File: src/logic/vp_defines.vh
// Functional notes
// - ceiling on: packet priority above default tag priority is replaced by it.
// - membership filter on: drop packets whose VID membership lacks the ingress port.
// - mismatch drop on: drop packets whose VID differs from port default VID.
// - forced flow control on: rx and tx flow control on, ignoring negotiation.
// - packets accepted only while receive enable is 1; resets to 1.
// - addresses learned only while learning disable is 0; resets to 0.
// - tag high byte holds priority 7:5, CFI 4, VID 11:8 in 3:0.
// - tag low byte holds VID 7:0; resets to 0x01.
// - default VID used for egress tagging and untagged or null-VID lookup.
`ifndef VP_DEFINES_VH
`define VP_DEFINES_VH

// register indices, byte address is four times the index
`define VP_IDX_P1_POLICY 8'h12
`define VP_IDX_P1_TAG_HI 8'h13
`define VP_IDX_P1_TAG_LO 8'h14
`define VP_IDX_P2_POLICY 8'h22
`define VP_IDX_P2_TAG_HI 8'h23
`define VP_IDX_P2_TAG_LO 8'h24
`define VP_IDX_P3_POLICY 8'h32
`define VP_IDX_P3_TAG_HI 8'h33
`define VP_IDX_P3_TAG_LO 8'h34
`define VP_IDX_P4_POLICY 8'h52
`define VP_IDX_P4_TAG_HI 8'h53
`define VP_IDX_P4_TAG_LO 8'h54
// low nibble of an index selects the register kind
`define VP_KIND_POLICY 4'h2
`define VP_KIND_TAG_HI 4'h3
`define VP_KIND_TAG_LO 4'h4

// ingress policy byte fields
`define VP_POL_CEIL 7
`define VP_POL_FILT 6
`define VP_POL_MISMATCH 5
`define VP_POL_FORCE_FC 4
`define VP_POL_RX_EN 1
`define VP_POL_LEARN_DIS 0

// reset values
`define VP_RST_POLICY 8'h02
`define VP_RST_TAG_HI 8'h00
`define VP_RST_TAG_LO 8'h01

// membership vector bit of each port (bit 3 unused)
`define VP_MBR_P1 0
`define VP_MBR_P2 1
`define VP_MBR_P3 2
`define VP_MBR_P4 4

// axi responses
`define VP_RESP_OKAY 2'b00
`define VP_RESP_SLVERR 2'b10

`endif

File: src/logic/vp_ingress_policy.v
// Register access over AXI4-Lite is this design's own decision.
`timescale 1ns/1ps
`include "vp_defines.vh"
module vp_ingress_policy (
   // clock and reset
   input wire clk,
   input wire rst_n,
   // axi4-lite register bus
   input wire [11:0] s_axi_awaddr,
   input wire s_axi_awvalid,
   output wire s_axi_awready,
   input wire [31:0] s_axi_wdata,
   input wire [3:0] s_axi_wstrb,
   input wire s_axi_wvalid,
   output wire s_axi_wready,
   output wire [1:0] s_axi_bresp,
   output wire s_axi_bvalid,
   input wire s_axi_bready,
   input wire [11:0] s_axi_araddr,
   input wire s_axi_arvalid,
   output wire s_axi_arready,
   output wire [31:0] s_axi_rdata,
   output wire [1:0] s_axi_rresp,
   output wire s_axi_rvalid,
   input wire s_axi_rready,
   // received packet header, port 0..3 means port 1..4
   input wire in_valid,
   input wire [1:0] in_port,
   input wire in_tagged,
   input wire [11:0] in_vid,
   input wire [2:0] in_pri,
   input wire [4:0] in_member,
   // policy verdict
   output wire out_valid,
   output wire [1:0] out_port,
   output wire out_drop,
   output wire [2:0] out_pri,
   output wire [11:0] out_lookup_vid,
   output wire out_learn,
   // flow control per port, negotiated result in, applied state out
   input wire [3:0] an_rx_fc,
   input wire [3:0] an_tx_fc,
   output reg [3:0] fc_rx_en,
   output reg [3:0] fc_tx_en,
   // receive enable per port to the macs
   output reg [3:0] rx_enable,
   // egress tag request and answer
   input wire eg_valid,
   input wire [1:0] eg_port,
   output reg eg_tag_valid,
   output reg [15:0] eg_tag
);
   // per-port storage, port n in bits 8n+7..8n
   reg [31:0] pol_r;
   reg [31:0] tag_hi_r;
   reg [31:0] tag_lo_r;
   reg [31:0] pol_nxt;
   reg [31:0] tag_hi_nxt;
   reg [31:0] tag_lo_nxt;

   wire wr_stb;
   wire [7:0] wr_idx;
   wire [7:0] wr_data;
   wire [7:0] rd_idx;
   reg [7:0] rd_data;
   wire [4:0] wr_dec;
   wire [4:0] rd_dec;

   reg [7:0] sel_pol;
   reg [7:0] sel_hi;
   reg sel_member;
   integer i;
   integer j;

   // per-port fields unpacked from the register bytes
   reg [3:0] membership_drop_enable;
   reg [3:0] mismatched_default_vid_drop;
   reg [3:0] force_fc;
   reg [47:0] port_default_vlan_id;

   // index decode: {hit, kind, port}; kind 0 policy, 1 tag high, 2 tag low
   function [4:0] vp_decode;
      input [7:0] idx;
      reg hit_port;
      reg hit_kind;
      reg [1:0] port;
      reg [1:0] kind;
      begin
         hit_port = 1'b1;
         hit_kind = 1'b1;
         case (idx[7:4])
            4'h1: port = 2'd0;
            4'h2: port = 2'd1;
            4'h3: port = 2'd2;
            4'h5: port = 2'd3;
            default: begin
               port = 2'd0;
               hit_port = 1'b0;
            end
         endcase
         case (idx[3:0])
            `VP_KIND_POLICY: kind = 2'd0;
            `VP_KIND_TAG_HI: kind = 2'd1;
            `VP_KIND_TAG_LO: kind = 2'd2;
            default: begin
               kind = 2'd0;
               hit_kind = 1'b0;
            end
         endcase
         vp_decode = {hit_port & hit_kind, kind, port};
      end
   endfunction

   // byte of a packed per-port vector
   function [7:0] vp_byte;
      input [31:0] vec;
      input [1:0] port;
      begin
         vp_byte = vec[port*8 +: 8];
      end
   endfunction

   // membership bit of a port in the VLAN table vector
   function vp_member_bit;
      input [4:0] mbr;
      input [1:0] port;
      begin
         case (port)
            2'd0: vp_member_bit = mbr[`VP_MBR_P1];
            2'd1: vp_member_bit = mbr[`VP_MBR_P2];
            2'd2: vp_member_bit = mbr[`VP_MBR_P3];
            default: vp_member_bit = mbr[`VP_MBR_P4];
         endcase
      end
   endfunction

   // flag of one port from a per-port flag vector
   function vp_port_flag;
      input [3:0] flags;
      input [1:0] port;
      begin
         vp_port_flag = flags[port];
      end
   endfunction

   // default VLAN id of one port from the packed id vector
   function [11:0] vp_port_vid;
      input [47:0] vids;
      input [1:0] port;
      begin
         vp_port_vid = vids[port*12 +: 12];
      end
   endfunction

   // flow control of one direction: forced on, else the negotiated result
   function [3:0] vp_fc_merge;
      input [3:0] forced;
      input [3:0] negotiated;
      begin
         vp_fc_merge = forced | negotiated;
      end
   endfunction

   assign wr_dec = vp_decode(wr_idx);
   assign rd_dec = vp_decode(rd_idx);

   // bus slave
   vp_axil_slave u_bus (
      .clk(clk),
      .rst_n(rst_n),
      .s_axi_awaddr(s_axi_awaddr),
      .s_axi_awvalid(s_axi_awvalid),
      .s_axi_awready(s_axi_awready),
      .s_axi_wdata(s_axi_wdata),
      .s_axi_wstrb(s_axi_wstrb),
      .s_axi_wvalid(s_axi_wvalid),
      .s_axi_wready(s_axi_wready),
      .s_axi_bresp(s_axi_bresp),
      .s_axi_bvalid(s_axi_bvalid),
      .s_axi_bready(s_axi_bready),
      .s_axi_araddr(s_axi_araddr),
      .s_axi_arvalid(s_axi_arvalid),
      .s_axi_arready(s_axi_arready),
      .s_axi_rdata(s_axi_rdata),
      .s_axi_rresp(s_axi_rresp),
      .s_axi_rvalid(s_axi_rvalid),
      .s_axi_rready(s_axi_rready),
      .wr_stb(wr_stb),
      .wr_idx(wr_idx),
      .wr_data(wr_data),
      .wr_ok(wr_dec[4]),
      .rd_idx(rd_idx),
      .rd_data(rd_data),
      .rd_ok(rd_dec[4])
   );

   // register write: only the addressed port's copy changes
   always @* begin
      pol_nxt = pol_r;
      tag_hi_nxt = tag_hi_r;
      tag_lo_nxt = tag_lo_r;
      if (wr_stb && wr_dec[4]) begin
         case (wr_dec[3:2])
            2'd0: pol_nxt[wr_dec[1:0]*8 +: 8] = wr_data;
            2'd1: tag_hi_nxt[wr_dec[1:0]*8 +: 8] = wr_data;
            default: tag_lo_nxt[wr_dec[1:0]*8 +: 8] = wr_data;
         endcase
      end
   end

   // register state with reset values, receive enable on, learning on
   always @(posedge clk) begin
      if (!rst_n) begin
         pol_r <= {4{`VP_RST_POLICY}};
         tag_hi_r <= {4{`VP_RST_TAG_HI}};
         tag_lo_r <= {4{`VP_RST_TAG_LO}};
      end else begin
         pol_r <= pol_nxt;
         tag_hi_r <= tag_hi_nxt;
         tag_lo_r <= tag_lo_nxt;
      end
   end

   // register read mux, unmapped reads return zero
   always @* begin
      rd_data = 8'h00;
      if (rd_dec[4]) begin
         case (rd_dec[3:2])
            2'd0: rd_data = vp_byte(pol_r, rd_dec[1:0]);
            2'd1: rd_data = vp_byte(tag_hi_r, rd_dec[1:0]);
            default: rd_data = vp_byte(tag_lo_r, rd_dec[1:0]);
         endcase
      end
   end

   // unpack drop enables, forced flow control and default ids of every port
   always @* begin
      membership_drop_enable = 4'h0;
      mismatched_default_vid_drop = 4'h0;
      force_fc = 4'h0;
      port_default_vlan_id = 48'h000000000000;
      for (j = 0; j < 4; j = j + 1) begin
         membership_drop_enable[j] = pol_r[j*8 + `VP_POL_FILT];
         mismatched_default_vid_drop[j] = pol_r[j*8 + `VP_POL_MISMATCH];
         force_fc[j] = pol_r[j*8 + `VP_POL_FORCE_FC];
         port_default_vlan_id[j*12 +: 12] = {tag_hi_r[j*8 +: 4], tag_lo_r[j*8 +: 8]};
      end
   end

   // settings of the port the packet arrived on
   always @* begin
      sel_pol = vp_byte(pol_r, in_port);
      sel_hi = vp_byte(tag_hi_r, in_port);
      sel_member = vp_member_bit(in_member, in_port);
   end

   // packet verdict
   vp_pkt_policy u_pkt (
      .clk(clk),
      .rst_n(rst_n),
      .in_valid(in_valid),
      .in_port(in_port),
      .in_tagged(in_tagged),
      .in_vid(in_vid),
      .in_pri(in_pri),
      .in_member(sel_member),
      .ceil_en(sel_pol[`VP_POL_CEIL]),
      .filt_en(vp_port_flag(membership_drop_enable, in_port)),
      .mismatch_en(vp_port_flag(mismatched_default_vid_drop, in_port)),
      .rx_en(sel_pol[`VP_POL_RX_EN]),
      .learn_dis(sel_pol[`VP_POL_LEARN_DIS]),
      .def_pri(sel_hi[7:5]),
      .def_vid(vp_port_vid(port_default_vlan_id, in_port)),
      .out_valid(out_valid),
      .out_port(out_port),
      .out_drop(out_drop),
      .out_pri(out_pri),
      .out_lookup_vid(out_lookup_vid),
      .out_learn(out_learn)
   );

   // per-port flow control and receive enable outputs
   always @(posedge clk) begin
      if (!rst_n) begin
         fc_rx_en <= 4'h0;
         fc_tx_en <= 4'h0;
         rx_enable <= 4'hf;
      end else begin
         fc_rx_en <= vp_fc_merge(force_fc, an_rx_fc);
         fc_tx_en <= vp_fc_merge(force_fc, an_tx_fc);
         for (i = 0; i < 4; i = i + 1) begin
            rx_enable[i] <= pol_r[i*8 + `VP_POL_RX_EN];
         end
      end
   end

   // egress tag built from the port default tag
   always @(posedge clk) begin
      if (!rst_n) begin
         eg_tag_valid <= 1'b0;
         eg_tag <= 16'h0000;
      end else begin
         eg_tag_valid <= eg_valid;
         if (eg_valid) begin
            eg_tag <= {vp_byte(tag_hi_r, eg_port), vp_byte(tag_lo_r, eg_port)};
         end
      end
   end
endmodule

File: src/logic/vp_axil_slave.v
`timescale 1ns/1ps
`include "vp_defines.vh"
module vp_axil_slave (
   // clock and reset
   input wire clk,
   input wire rst_n,
   // axi4-lite slave
   input wire [11:0] s_axi_awaddr,
   input wire s_axi_awvalid,
   output reg s_axi_awready,
   input wire [31:0] s_axi_wdata,
   input wire [3:0] s_axi_wstrb,
   input wire s_axi_wvalid,
   output reg s_axi_wready,
   output reg [1:0] s_axi_bresp,
   output reg s_axi_bvalid,
   input wire s_axi_bready,
   input wire [11:0] s_axi_araddr,
   input wire s_axi_arvalid,
   output reg s_axi_arready,
   output reg [31:0] s_axi_rdata,
   output reg [1:0] s_axi_rresp,
   output reg s_axi_rvalid,
   input wire s_axi_rready,
   // register side
   output wire wr_stb,
   output wire [7:0] wr_idx,
   output wire [7:0] wr_data,
   input wire wr_ok,
   output wire [7:0] rd_idx,
   input wire [7:0] rd_data,
   input wire rd_ok
);
   reg aw_held_r;
   reg w_held_r;
   reg [7:0] aw_idx_r;
   reg [7:0] w_data_r;
   reg w_lane_r;
   reg rd_pend_r;
   reg [7:0] ar_idx_r;

   assign wr_stb = aw_held_r & w_held_r & ~s_axi_bvalid & w_lane_r;
   assign wr_idx = aw_idx_r;
   assign wr_data = w_data_r;
   assign rd_idx = ar_idx_r;

   // write path: address and data taken in either order, then one response
   always @(posedge clk) begin
      if (!rst_n) begin
         aw_held_r <= 1'b0;
         w_held_r <= 1'b0;
         aw_idx_r <= 8'h00;
         w_data_r <= 8'h00;
         w_lane_r <= 1'b0;
         s_axi_awready <= 1'b0;
         s_axi_wready <= 1'b0;
         s_axi_bvalid <= 1'b0;
         s_axi_bresp <= `VP_RESP_OKAY;
      end else begin
         s_axi_awready <= ~aw_held_r & ~s_axi_awready & ~s_axi_bvalid;
         s_axi_wready <= ~w_held_r & ~s_axi_wready & ~s_axi_bvalid;
         if (s_axi_awvalid && s_axi_awready) begin
            aw_held_r <= 1'b1;
            aw_idx_r <= s_axi_awaddr[9:2];
         end
         if (s_axi_wvalid && s_axi_wready) begin
            w_held_r <= 1'b1;
            w_data_r <= s_axi_wdata[7:0];
            w_lane_r <= s_axi_wstrb[0]; // only the low lane carries data
         end
         if (aw_held_r && w_held_r && !s_axi_bvalid) begin
            s_axi_bvalid <= 1'b1;
            s_axi_bresp <= wr_ok ? `VP_RESP_OKAY : `VP_RESP_SLVERR;
            aw_held_r <= 1'b0;
            w_held_r <= 1'b0;
         end else if (s_axi_bvalid && s_axi_bready) begin
            s_axi_bvalid <= 1'b0;
         end
      end
   end

   // read path: address taken, data one cycle later from the index
   always @(posedge clk) begin
      if (!rst_n) begin
         s_axi_arready <= 1'b0;
         rd_pend_r <= 1'b0;
         ar_idx_r <= 8'h00;
         s_axi_rvalid <= 1'b0;
         s_axi_rdata <= 32'h00000000;
         s_axi_rresp <= `VP_RESP_OKAY;
      end else begin
         s_axi_arready <= ~s_axi_arready & ~rd_pend_r & ~s_axi_rvalid;
         if (s_axi_arvalid && s_axi_arready) begin
            rd_pend_r <= 1'b1;
            ar_idx_r <= s_axi_araddr[9:2];
         end
         if (rd_pend_r) begin
            rd_pend_r <= 1'b0;
            s_axi_rvalid <= 1'b1;
            s_axi_rdata <= {24'h000000, rd_data};
            s_axi_rresp <= rd_ok ? `VP_RESP_OKAY : `VP_RESP_SLVERR;
         end else if (s_axi_rvalid && s_axi_rready) begin
            s_axi_rvalid <= 1'b0;
         end
      end
   end
endmodule

File: src/logic/vp_pkt_policy.v
`timescale 1ns/1ps
module vp_pkt_policy (
   // clock and reset
   input wire clk,
   input wire rst_n,
   // packet header from the receive mac
   input wire in_valid,
   input wire [1:0] in_port,
   input wire in_tagged,
   input wire [11:0] in_vid,
   input wire [2:0] in_pri,
   input wire in_member,
   // settings of the ingress port
   input wire ceil_en,
   input wire filt_en,
   input wire mismatch_en,
   input wire rx_en,
   input wire learn_dis,
   input wire [2:0] def_pri,
   input wire [11:0] def_vid,
   // verdict to the forwarding engine
   output reg out_valid,
   output reg [1:0] out_port,
   output reg out_drop,
   output reg [2:0] out_pri,
   output reg [11:0] out_lookup_vid,
   output reg out_learn
);
   wire null_vid;
   wire [11:0] eff_vid;
   wire drop;

   // untagged or null-VID packets take the port default VID
   assign null_vid = ~in_tagged | (in_vid == 12'h000);
   assign eff_vid = null_vid ? def_vid : in_vid;
   // receive gate, membership filter and default VID mismatch
   assign drop = ~rx_en | (filt_en & ~in_member) | (mismatch_en & (eff_vid != def_vid));

   // one-cycle verdict register
   always @(posedge clk) begin
      if (!rst_n) begin
         out_valid <= 1'b0;
         out_port <= 2'b00;
         out_drop <= 1'b0;
         out_pri <= 3'b000;
         out_lookup_vid <= 12'h000;
         out_learn <= 1'b0;
      end else begin
         out_valid <= in_valid;
         if (in_valid) begin
            out_port <= in_port;
            out_drop <= drop;
            out_pri <= (ceil_en && (in_pri > def_pri)) ? def_pri : in_pri;
            out_lookup_vid <= eff_vid;
            out_learn <= ~learn_dis & ~drop;
         end
      end
   end
endmodule

File: config.mk
export PLATFORM = sky130hd
export DESIGN_NAME = vp_ingress_policy
export DESIGN_NICKNAME = d
export VERILOG_FILES = /design/src/logic/vp_ingress_policy.v /design/src/logic/vp_axil_slave.v /design/src/logic/vp_pkt_policy.v
export VERILOG_INCLUDE_DIRS = /design/src /design/src/logic
export SDC_FILE = /design/constraint.sdc
export NUM_CORES = 1
export LEC_CHECK = 0
export ABC_CLOCK_PERIOD_IN_PS = 3100
export BUFFER_PORTS_ARGS = -buffer_cell sky130_fd_sc_hd__buf_2
export CAP_MARGIN = 0
export CORE_ASPECT_RATIO = 1.2
export CORE_MARGIN = 3
export CORE_UTILIZATION = 55
export DETAILED_ROUTE_END_ITERATION = 12
export PLACE_DENSITY = 0.76
export SLEW_MARGIN = 10
export SYNTH_ARGS = -nofsm -noshare
export SYNTH_HDL_FRONTEND = slang
export SYNTH_SLANG_ARGS = --single-unit
File: constraint.sdc
create_clock -name clk -period 3.1 [get_ports clk]
set_input_delay 0.62 -clock clk [delete_from_list [all_inputs] [get_ports clk]]
set_output_delay 0.62 -clock clk [all_outputs]
set_load 0.02 [all_outputs]
# Word level (Yosys, flattened, before mapping)
# Cells that the tools add are included.
[word_totals]
input_bits = 102
reg_bits = 190
wordCells = 149
[op_classes]
n_eq_ne = 19
reduce_logical = 26
addsub = 1
mux = 27
bitwise = 34
n_lt_le_gt_ge = 2
multipliers = 1
shifts = 10
[op_table]
columns = ["operator", "count"]
rows = [
  ["$shiftx A32 B6 Y8", 7],
  ["$bwmux W32", 3],
  ["$shiftx A48 B7 Y12", 1],
  ["$neg A5 Y34", 1],
  ["$shift A8 B34 Y32 const A", 1],
  ["$shiftx A8 B34 Y32", 1],
  ["$eq A4 B2 Y1 const B", 8],
  ["$eq A4 B3 Y1 const B", 4],
  ["$pmux W8 S2", 1],
  ["$not A1 Y1", 15],
  ["$and A1 B1 Y1", 14],
  ["$logic_not A12 Y1", 1],
  ["$mux W12", 1],
  ["$ne A12 B12 Y1", 1],
  ["$pmux W2 S3", 2],
  ["$mux W1", 11],
  ["$logic_and A1 B1 Y1", 9],
  ["$eq A4 B1 Y1 const B", 2],
  ["$mux W8", 1],
  ["$or A4 B4 Y4", 2],
  ["$pmux W2 S2", 2],
  ["$reduce_or A4 Y1", 2],
  ["$eq A2 B1 Y1 const B", 3],
  ["$logic_not A2 Y1", 3],
  ["other kinds (14)", 24],
]

# Logic depth before layout (Yosys ltp)
# Gate-level depths: netlist of the first run.
[logic_depth]
ltp_word = 8
mapped_depth = 12
depth_no_buf = 9

# By module
# From an unflattened synthesis of the first run, not the netlist that was laid out.
[hier_totals]
hier_cells = 1019
hier_area_um2 = 9427.8
[by_module_without_submodules]
columns = ["mod", "instances", "area_per_inst_um2", "seq_area_each_um2", "cells_each"]
rows = [
  ["vp_ingress_policy", 1, 6578.8, 2502.4, 704],
  ["vp_axil_slave", 1, 1793.0, 860.8, 196],
  ["vp_pkt_policy", 1, 1056.0, 400.4, 119],
]

# Worst setup path before layout of the first run
# OpenSTA, ideal clock, no wires.
[synth_path]
path_type = "in2reg"
startpoint = "input in_port[1]"
endpoint = "register u_pkt.out_pri[0]"
cell_stages = 11
required_ns = 2.963
t_arrival_ns = 2.782
path_slack_ns = 0.181
setup_time_ns = 0.137
cell_sequence = "buf_2 -> buf_2 -> buf_2 -> mux4_2 -> inv_1 -> ha_1 -> nor2b_1 -> o21a_1 -> o211ai_1 -> mux2i_1 -> a211oi_1"
[synth_between]
elab_chain_len = 4
[synth_rtl]
columns = ["element", "line_no", "text"]
rows = [
  ["from (decl)", "vp_ingress_policy.v:28", "input wire [1:0] in_port,"],
  ["$shiftx A32 B6 Y8", "vp_ingress_policy.v:119", "vp_byte = vec[port*8 +: 8];"],
  ["$gt A3 B3 Y1", "vp_pkt_policy.v:53", "out_pri <= (ceil_en && (in_pri > def_pri)) ? def_pri : in_pri;"],
  ["$logic_and A1 B1 Y1", "vp_pkt_policy.v:53", ""],
  ["$mux W3 *", "vp_pkt_policy.v:53", ""],
  ["to (signal assigned)", "vp_pkt_policy.v:53", ""],
  ["to (decl)", "vp_pkt_policy.v:25", "output reg [2:0] out_pri,"],
]
# Every way passes the cells marked *; elsewhere a longest branch is shown, timed or not.
# A chain may end at the register's enable or synchronous reset.

# Worst setup path after layout of the first run
[layout_path]
startpoint = "input in_port[0]"
endpoint = "register u_pkt.out_pri[2]"
# Same word-level chain as after synthesis.

==> results of run 1 <==
Yosys cell counts, drive strengths merged (2+ instances only):
cell	number	area, um2
dfxtp	188	3760
nor2	153	574
nand2	115	432
mux2i	114	1140
a21oi	68	352
mux4	51	1170
buf	40	277
clkbuf	40	150
nand3	38	190
nand2b	24	150
and2	15	93.8
inv	14	52.6
a211oi	13	97.6
o21ai	12	60.1
a221o	8	80.1
ha	8	100
nor2b	6	37.5
nor3b	6	50.1
o311ai	6	52.6
nand3b	4	30.0
nor4	4	25.0
o211ai	4	30.0
or3b	4	35.0
xnor2	4	35.0
xor2	4	35.0
mux2	3	33.8
nor3	3	15.0
a221oi	2	17.5
a222oi	2	20.0
a2bb2oi	2	17.5
a311oi	2	17.5
a31oi	2	12.5
nand4	2	12.5
o22ai	2	12.5
or2	2	12.5
worst register-to-register path: stages (launching register included):
cell and delay [ps]:
dfxtp_1 400, or3b_1 360, a21o_1 240, ha_1 330
nand2b_1 420, nor2_1 340, nand3_1 190, a21oi_1 150
routing by layer:
layer	share of wire (%)	GRT usage, %	vias up
met4	4.5	13.5	0
met1	41	36.1	3706
met5	0	0	-
li1	-	-	3665
met3	7.2	4.62	80
met2	47	43.9	375
cells by family after synthesis:
group,after synthesis,synth area share (%)
XOR/XNOR,8,0.750
flip-flops,188,40.3
buffers and inverters,95,5.17
AO/OA/AOI/OAI,136,9.60
multiplexers,168,25.1
adder cells (fa/ha/maj),8,1.07
other,1,0.0401
AND/OR/NAND/NOR,379,18.0
power by group through the flow:
| stage | Combinational, mW | Clock (mW) | Sequential (mW) |
|---|---|---|---|
| finish | 0.458 | 2.13 | 2.50 |
| global route | 0.499 | 2.24 | 2.51 |
| CTS | 0.458 | 2.14 | 2.50 |
| detailed placement | 0.457 | 0 | 2.56 |
| global placement | 0.453 | 0 | 2.56 |
| floorplan | 0.297 | 0 | 2.58 |
layout make-up:
cell class / instances / share of cell area, %
Multi-Input combinational cell: 725 / 48.6
Sequential cell: 188 / 35.1
Timing Repair Buffer: 149 / 7.90
Clock buffer: 22 / 4.52
Tap cell: 212 / 2.48
Clock inverter: 9 / 0.829
Inverter: 15 / 0.549
placed cells by master (no fill, tap or decap), types with 24 or more instances in the layout:
master / instances
nand2b_1: 24
dfxtp_1: 188
nor2_1: 153
mux4_2: 45
a21oi_1: 67
buf_2: 129
mux2i_1: 114
nand3_1: 38
conb_1: 26
nand2_1: 115
registers in the layout, summed over array words and instances, names as in the netlist, 12 cells and up:
register              flops
eg_tag                   16
pol_r                    32
tag_hi_r                 32
tag_lo_r                 32
u_pkt.out_lookup_vid     12
worst max-delay path by stage:
stage,start,end,slack (ps)
2_1_floorplan,in_port[1],u_pkt.out_pri[0],180
6_report,in_port[0],u_pkt.out_pri[2],550
3_3_place_gp,in_port[0],u_pkt.out_pri[0],210
3_5_place_dp,in_port[0],u_pkt.out_pri[2],130
4_1_cts,in_port[0],u_pkt.out_pri[2],600
5_1_grt,in_port[0],u_pkt.out_pri[2],380
through the flow:
stage	cells	hold slack, ps	total power, mW	util [%]
finish	1320	388	5.09	65.1
global placement	1289	437	3.01	61.6
CTS	1320	382	5.10	65.1
floorplan	1008	432	2.88	-
global route	1320	393	5.24	65.1
detailed placement	1289	444	3.02	61.6
==> metrics, run 1 <==
status=completed; via count=7826; number of diodes=0; slowest stage delay, CP=550 ps; min Tclk post-route=2550 ps; slowest CP cell=mux4_2; period utilization=82.4%; worst-margin pin slew=733 ps; post-placement cell area=10100 um2; sequential area share after synthesis=40.3%; cell row count=51; RD Place Congestion=0.966; Place WS=131 ps; Avg Inst Size Synth=9.51 um2; largest net degree at the start of global routing=95; Die W=125 um; H-tree depth=4; hold worst-path end=fc_rx_en[1]; Clock Tree Buf Depth=2; Crit. End Element=flop; Clock Latency Late Sink=430 ps; WP data required=3390 ps; Worst-path clk slew=70 ps; crit path DAT=2840 ps; Slew HR=51.0%; P per Cell Area=475 nW/um2; R2R cell count=7; area grow syn2layout=14.6%; total grt overflow=0; area of the multi-input gates=5200 um2; crit path launch type=input port; Die Ht=149 um; FF+latch area=3760 um2; Hold/Removal Path Class=in -> reg; synthesized instance count=983; WL final=25700 um; Num Clock Sinks=188; Hold Startpoint=an_rx_fc[1]; GR Util All Layers=27.4%; Hold Path Cell Cnt=3; CTS Root Cell=clkbuf_16; clock share of power=41.8%; # port buffers=129; Yosys reg bits=188; worst path cell trace=buf_2 > buf_4 > mux4_2 > inv_1 > ha_1 > o21a_1 > o211ai_1 > nor2_1 > a21oi_1 > a211oi_1; fillers=1422; die area=18600 um2; post-synth cell types=61; Primary FF master, synth=dfxtp_1; FF-to-FF Start=u_bus.wr_idx[5]; VDD IR-drop max=376 uV; initial antenna violation count=0; final net count=1206; io pins=192; CP max FO=7; Post-synth EDFFs=0; DR iter-0 viols=749; Max Cap Viol=0; flop-to-flop setup slack=610 ps; first-pass GRT wire length=40100 um; CP Depth=10; Final setup viols=0; Static Leak=4.67 nW; Final Slew Violations=0; ANT nets after route=0; Total Negative Setup Slacks=0 ps; RSZ-0062 raised after global routing=no; Bufs and invs on worst path=3; setup ws final=547 ps; drt first pass iters=5; CTS tree=yes; routed len/inst=19.4 um; sequential fraction of design power=49.2%; CTS buffer count=17; # DRC=0; Post-DP HPWL=18700 um; Netlist Area Pre-Place=9350 um2; P_sw=1.27 mW; Sw Share=24.9%; post-DR vias/cell=5.93; Setup CP Type=in -> reg; f_max=392 MHz; ys async rst share=0%; layout cells sized above 1=21.6%; endpoints failing hold=0; postcts setup bufs=0; synth warn=0; vias in the first global route=7441; Comb pwr share=9.0%; final instance area=10700 um2; hold_buf cts=0; Pint=3.82 mW; post-cts repair resize count=0; r2r endpoint=tag_lo_r[28]; Core ar.=16500 um2; starting density of the core=56.8%; Top delay family on crit path=compound AO/OA/AOI/OAI gates; worst clock skew=7.59 ps
Power figures use the tool's default switching activity.
==> run 2, diff against run 1 <==
--- a/config.mk
+++ b/config.mk
@@ -6,7 +6,7 @@
 export SDC_FILE = /design/constraint.sdc
 export NUM_CORES = 1
 export LEC_CHECK = 0
-export ABC_CLOCK_PERIOD_IN_PS = 3100
+export ABC_CLOCK_PERIOD_IN_PS = 2400
 export BUFFER_PORTS_ARGS = -buffer_cell sky130_fd_sc_hd__buf_2
 export CAP_MARGIN = 0
 export CORE_ASPECT_RATIO = 1.2
==> constraint.sdc (replaced) <==
create_clock -name clk -period 2.4 [get_ports clk]
set_input_delay 0.48 -clock clk [delete_from_list [all_inputs] [get_ports clk]]
set_output_delay 0.48 -clock clk [all_outputs]
set_load 0.02 [all_outputs]
==> run 2 against run 1 <==
- non-clock buffer count up 51
- die area unchanged
- flip-flop and latch count unchanged
- count of clock-buffer cells in the layout down 3
- sequential share of layout area down 1.4 points
- clock power up 33%
- clock skew up 2.9 ps
- routed wire length up 5.0%
- utilization up 2.7 points
- critical path type is now reg -> reg
- largest power group unchanged
==> metrics, run 2 (same netlist as run 1, synthesis figures left out) <==
status=completed (unchanged); setup ws final=32.8 ps (was 547 ps); flop-to-flop setup slack=30 ps (was 610 ps); total grt overflow=0 (unchanged); Static Leak=4.94 nW (was 4.67 nW); Final setup viols=0 (unchanged); Worst-path clk slew=70 ps (about the same); post-placement cell area=10500 um2 (was 10100 um2); io pins=192 (unchanged); layout cells sized above 1=26.2% (was 21.6%); WP data required=2730 ps (was 3390 ps); DR iter-0 viols=687 (was 749); first-pass GRT wire length=41900 um (was 40100 um); Crit. End Element=flop (unchanged); Die W=125 um (unchanged); CTS buffer count=17 (unchanged); Die Ht=149 um (unchanged); Core ar.=16500 um2 (unchanged); crit path launch type=flop (was input port); min Tclk post-route=2370 ps; crit path from=u_bus.rd_idx[4] (was in_port[0]); # DRC=0 (unchanged); post-DR vias/cell=5.88 (was 5.93); vias in the first global route=7691 (was 7441); Worst setup endpoint=u_bus.s_axi_rdata[0] (was u_pkt.out_pri[2]); Hold Path Cell Cnt=3 (unchanged); GR Util All Layers=29.1% (was 27.4%); starting density of the core=56.8% (unchanged); Place WS=-113 ps (was 131 ps); Post-DP HPWL=19800 um (was 18700 um); CTS tree=yes (unchanged); final net count=1257 (was 1206); P per Cell Area=601 nW/um2 (was 475 nW/um2); most frequent cells in the layout=dfxtp_1 (186), nor2_1 (151), buf_2 (129) (was dfxtp_1 (188), nor2_1 (153), buf_2 (129)); ANT nets after route=0 (unchanged); # port buffers=129 (unchanged); RD Place Congestion=0.938 (was 0.966); total chip power=6.71 mW (was 5.09 mW); largest net degree at the start of global routing=29 (was 95); Total Negative Setup Slacks=0 ps (unchanged); FF-to-FF Start=u_bus.rd_idx[4] (was u_bus.wr_idx[5]); R2R cell count=8 (was 7); cell row count=51 (unchanged); routed len/inst=19.6 um (was 19.4 um); crit path DAT=2700 ps (was 2840 ps); Setup CP Type=reg -> reg (was in -> reg); via count=8061 (was 7826); Clock Latency Late Sink=440 ps (was 430 ps); CTS Root Cell=clkbuf_16 (unchanged); H-tree depth=4 (unchanged); worst-margin pin slew=641 ps (was 733 ps); most common cell after layout, fill and taps aside=dfxtp_1 (unchanged); Slew HR=57.1% (was 51.0%); WL final=26900 um (was 25700 um); f_max=422 MHz; Num Clock Sinks=188 (unchanged); VDD IR-drop max=486 uV (was 376 uV); CP max FO=16 (was 7); r2r endpoint=u_bus.s_axi_rdata[0] (was tag_lo_r[28]); Final Slew Violations=0 (unchanged); RSZ-0062 raised after global routing=yes (was no); drt first pass iters=5 (unchanged); period utilization=98.6%; initial antenna violation count=0 (unchanged); Clock Tree Buf Depth=2 (unchanged); endpoints failing hold=0 (unchanged); die area=18600 um2 (unchanged); number of diodes=0 (unchanged); area grow syn2layout=19.4% (was 14.6%); final instance area=11200 um2 (was 10700 um2); Max Cap Viol=0 (unchanged); top flop regs=pol_r x32, tag_hi_r x32, tag_lo_r x32 (unchanged); worst clock skew=10.5 ps (was 7.59 ps); Hold/Removal Path Class=in -> reg (unchanged)
run 2: cell count changes in the layout (fill, tap and decap cells not counted), sizes merged:
cell / change
buf: +51
bufinv: +1
clkbuf: -3
inv: +3
run 2: power breakdown:
part / switching, mW / leakage (nW) / internal, mW
Clock: 1.25 / 0.286 / 1.59
Sequential: 0.0491 / 1.53 / 3.18
Combinational: 0.391 / 3.13 / 0.244
run 2: how the worst min path moves through the flow:
stage | to | slack (ps) | startpoint
floorplan | u_bus.w_lane_r | 430 | u_bus.w_lane_r
global placement | u_bus.s_axi_arready | 440 | u_bus.s_axi_rvalid
detailed placement | u_bus.s_axi_wready | 450 | u_bus.s_axi_wready
CTS | fc_rx_en[1] | 220 | an_rx_fc[1]
global route | fc_rx_en[3] | 240 | an_rx_fc[3]
finish | fc_rx_en[1] | 240 | an_rx_fc[1]
run 2: cell type report:
type	instances	area (um2)
clock buffers	19	453
flip-flops and latches	188	3770
clock inverters	13	138
fillers	1344	5310
repair buffers	200	1240
multi-input cells	725	5240
inverters	15	58.8
well taps	212	265
run 2: stage by stage:
step / utilization (%) / hold WS, ps / std cells
CTS: 67.5 / 222 / 1369
global placement: 63.9 / 436 / 1337
finish: 67.8 / 236 / 1372
detailed placement: 63.9 / 454 / 1337
global route: 67.8 / 241 / 1372
floorplan: - / 432 / 1008
run 2: worst max-delay path, cell delays in order (launching register included):
cell	delay, ps
dfxtp_2	320
or3b_4	400
a21oi_4	180
buf_12	180
mux4_1	560
mux2i_1	150
buf_4	150
nor2_1	40
a221o_1	260
run 2: routing by layer:
metal | part of all wire, % | GRT usage, % | wire length, um | vias to the layer above
met5 | 0 | 0 | 0 | -
met2 | 49 | 48.0 | 13100 | 381
li1 | - | - | - | 3773
met4 | 5.6 | 17.0 | 1520 | 0
met1 | 38 | 35.6 | 10300 | 3830
met3 | 7.5 | 5.91 | 2020 | 77
run 2: what timing repair did:
| item | CTS | global route |
|---|---|---|
| buffers inserted | 0 | 3 |
| hold buffers | 0 | 0 |
| gates resized for setup | 0 | 10 |
| endpoints found under the setup margin | 0 | 16 |
==> run 3, diff against run 2 <==
--- a/config.mk
+++ b/config.mk
@@ -13,7 +13,7 @@
 export CORE_MARGIN = 3
 export CORE_UTILIZATION = 55
 export DETAILED_ROUTE_END_ITERATION = 12
-export PLACE_DENSITY = 0.76
+export PLACE_DENSITY = 0.8
 export SLEW_MARGIN = 10
 export SYNTH_ARGS = -nofsm -noshare
 export SYNTH_HDL_FRONTEND = slang
==> run 3 against run 2 <==
- the flow now finishes with violations (setup timing)
- via count up 1.1%
- cell area is 0.39% higher
- fmax shrank 1.4%
- total power increased by 2.4%
- sequential share of layout area fell by 0.14 points
- sequential power is essentially flat
- die area stayed put
- routed wire length rose by 0.69%
- critical path type unchanged
- largest cell class unchanged
==> metrics, run 3 (same netlist as run 1, synthesis figures left out) <==
layout cells sized above 1=25.8% (was 26.2%); Top delay family on crit path=multiplexers (unchanged); post-placement cell area=10500 um2 (about the same); vias in the first global route=8027 (was 7691); post-DR vias/cell=5.94 (was 5.88); ANT nets after route=0 (unchanged); drt first pass iters=6 (was 5); Static Leak=4.95 nW (was 4.94 nW); endpoints failing hold=0 (unchanged); Core ar.=16500 um2 (unchanged); # DRC=0 (unchanged); Setup CP Type=reg -> reg (unchanged); fillers=1273 (was 1344); Num Clock Sinks=188 (unchanged); Clock Latency Late Sink=430 ps (was 440 ps); CP max FO=8 (was 16); H-tree depth=4 (unchanged); f_max=416 MHz (was 422 MHz); total grt overflow=0 (unchanged); # port buffers=129 (unchanged); Clock Tree Buf Depth=2 (unchanged); final net count=1259 (was 1257); Crit. End Element=flop (unchanged); CTS tree=yes (unchanged); Final Slew Violations=0 (unchanged); Bufs and invs on worst path=1 (was 2); hold_buf cts=0 (unchanged); min Tclk post-route=2400 ps (was 2370 ps); number of diodes=0 (unchanged); Max Cap Viol=0 (unchanged); flop-to-flop setup slack=-1 ps (was 30 ps); Post-DP HPWL=19900 um (was 19800 um); Met2 Wirelength=13200 um (was 13100 um); most frequent cells in the layout=dfxtp_1 (187), nor2_1 (151), buf_2 (129) (was dfxtp_1 (186), nor2_1 (151), buf_2 (129)); Worst-path clk slew=70 ps (about the same); initial antenna violation count=0 (unchanged); crit path DAT=2730 ps (was 2700 ps); starting density of the core=56.8% (unchanged); via count=8150 (was 8061); VDD IR-drop max=485 uV (was 486 uV); period utilization=100% (was 98.6%); RSZ-0062 raised after global routing=yes (unchanged); status=finished with violations (was completed); cell row count=51 (unchanged); area of the multi-input gates=5240 um2 (about the same); largest net degree at the start of global routing=37 (was 29); FF+latch area=3760 um2 (was 3770 um2); DR iter-0 viols=792 (was 687); Hold/Removal Path Class=in -> reg (unchanged); final instance area=11200 um2 (about the same); placed cells=1340 (was 1337); Finished Layout Cells=1372 (unchanged); DR top layer=met4 (unchanged); CTS Root Cell=clkbuf_16 (unchanged); Die W=125 um (unchanged); routed len/inst=19.8 um (was 19.6 um); RD Place Congestion=0.929 (was 0.938); CTS buffer count=17 (unchanged); first-pass GRT wire length=41400 um (was 41900 um); area grow syn2layout=19.9% (was 19.4%); Die Ht=149 um (unchanged); WL final=27100 um (was 26900 um); Final setup viols=1 (was 0); io pins=192 (unchanged); most common cell after layout, fill and taps aside=dfxtp_1 (unchanged); slowest CP cell=mux4_1 (unchanged); P per Cell Area=613 nW/um2 (was 601 nW/um2); die area=18600 um2 (unchanged); Total Negative Setup Slacks=-1.48 ps (was 0 ps); metal3 WL=2310 um (was 2020 um); worst clock skew=7.06 ps (was 10.5 ps); setup ws final=-1.48 ps (was 32.8 ps); worst-margin pin slew=687 ps (was 641 ps); slowest stage delay, CP=570 ps (was 560 ps); worst path cell trace=or3b_4 > a21oi_4 > buf_12 > mux4_1 > mux2i_2 > nor2_1 > a221o_1 (was or3b_4 > a21oi_4 > buf_12 > mux4_1 > mux2i_1 > buf_4 > nor2_1 > a221o_1); total chip power=6.86 mW (was 6.71 mW); WP data required=2730 ps (about the same); Slew HR=54.0% (was 57.1%); M1 WL=10100 um (was 10300 um); minimum hold slack=245 ps (was 236 ps); top flop regs=pol_r x32, tag_hi_r x32, tag_lo_r x32 (unchanged); crit path launch type=flop (unchanged); failing checks=setup timing; GR Util All Layers=28.4% (was 29.1%)
run 3: cell count changes in the layout (fill, tap and decap cells not counted), sizes merged:
cell,delta
clkinv,-4
clkbuf,+3
bufinv,+2
buf,+1
clkinvlp,-1
inv,-1
run 3: layout make-up:
class                      instances  area share [%]
clock buffer                      21            4.11
clock inverter                     9            1.44
inverter                          15           0.525
multi-input combinational        725            46.8
sequential                       188            33.6
tap                              212            2.37
timing repair buffer             202            11.1
run 3: per-layer routing:
metal	track usage [%]	vias to the layer above
met4	17.4	0
met2	47.8	457
li1	-	3768
met1	33.5	3818
met5	0	-
met3	5.84	107
run 3: through the flow:
step                      util (%)  worst slack [ps]
after global placement        63.9             -63.4
final                         68.0             -1.48
after CTS                     67.7              8.27
after detailed placement      63.9              -127
after global routing          68.0             -43.0
after floorplan                  -             -42.3
run 3: worst paths after layout:
| path | to | cells after the start | startpoint |
|---|---|---|---|
| worst max-delay path | u_bus.s_axi_rdata[0] | 7 | u_bus.rd_idx[4] |
| worst min-delay path | fc_tx_en[2] | 3 | an_tx_fc[2] |
| worst max register to register | u_bus.s_axi_rdata[0] | 7 | u_bus.rd_idx[4] |
| worst min register to register | u_bus.w_lane_r | 2 | u_bus.w_lane_r |
run 3: what timing repair did:
action / in CTS / in global routing
gates resized for setup: 0 / 8
endpoints found under the setup margin: 0 / 14
setup buffers: 0 / 1
run 3: power breakdown:
part | total (mW) | switching (mW) | leakage (nW) | internal, mW
Sequential | 3.23 | 0.0479 | 1.53 | 3.18
Clock | 3.00 | 1.20 | 0.296 | 1.80
Combinational | 0.637 | 0.391 | 3.13 | 0.246
Total | 6.86 | 1.64 | 4.95 | 5.22
run 3: worst reg2reg max path, delay by kind of cell, from the launching register on:
kind                   cells  cell delay [ps]
AO/OA/AOI/OAI              2              500
buffers and inverters      1              180
flip-flops                 1              310
multiplexers               2              840
AND/OR/NAND/NOR            2              470
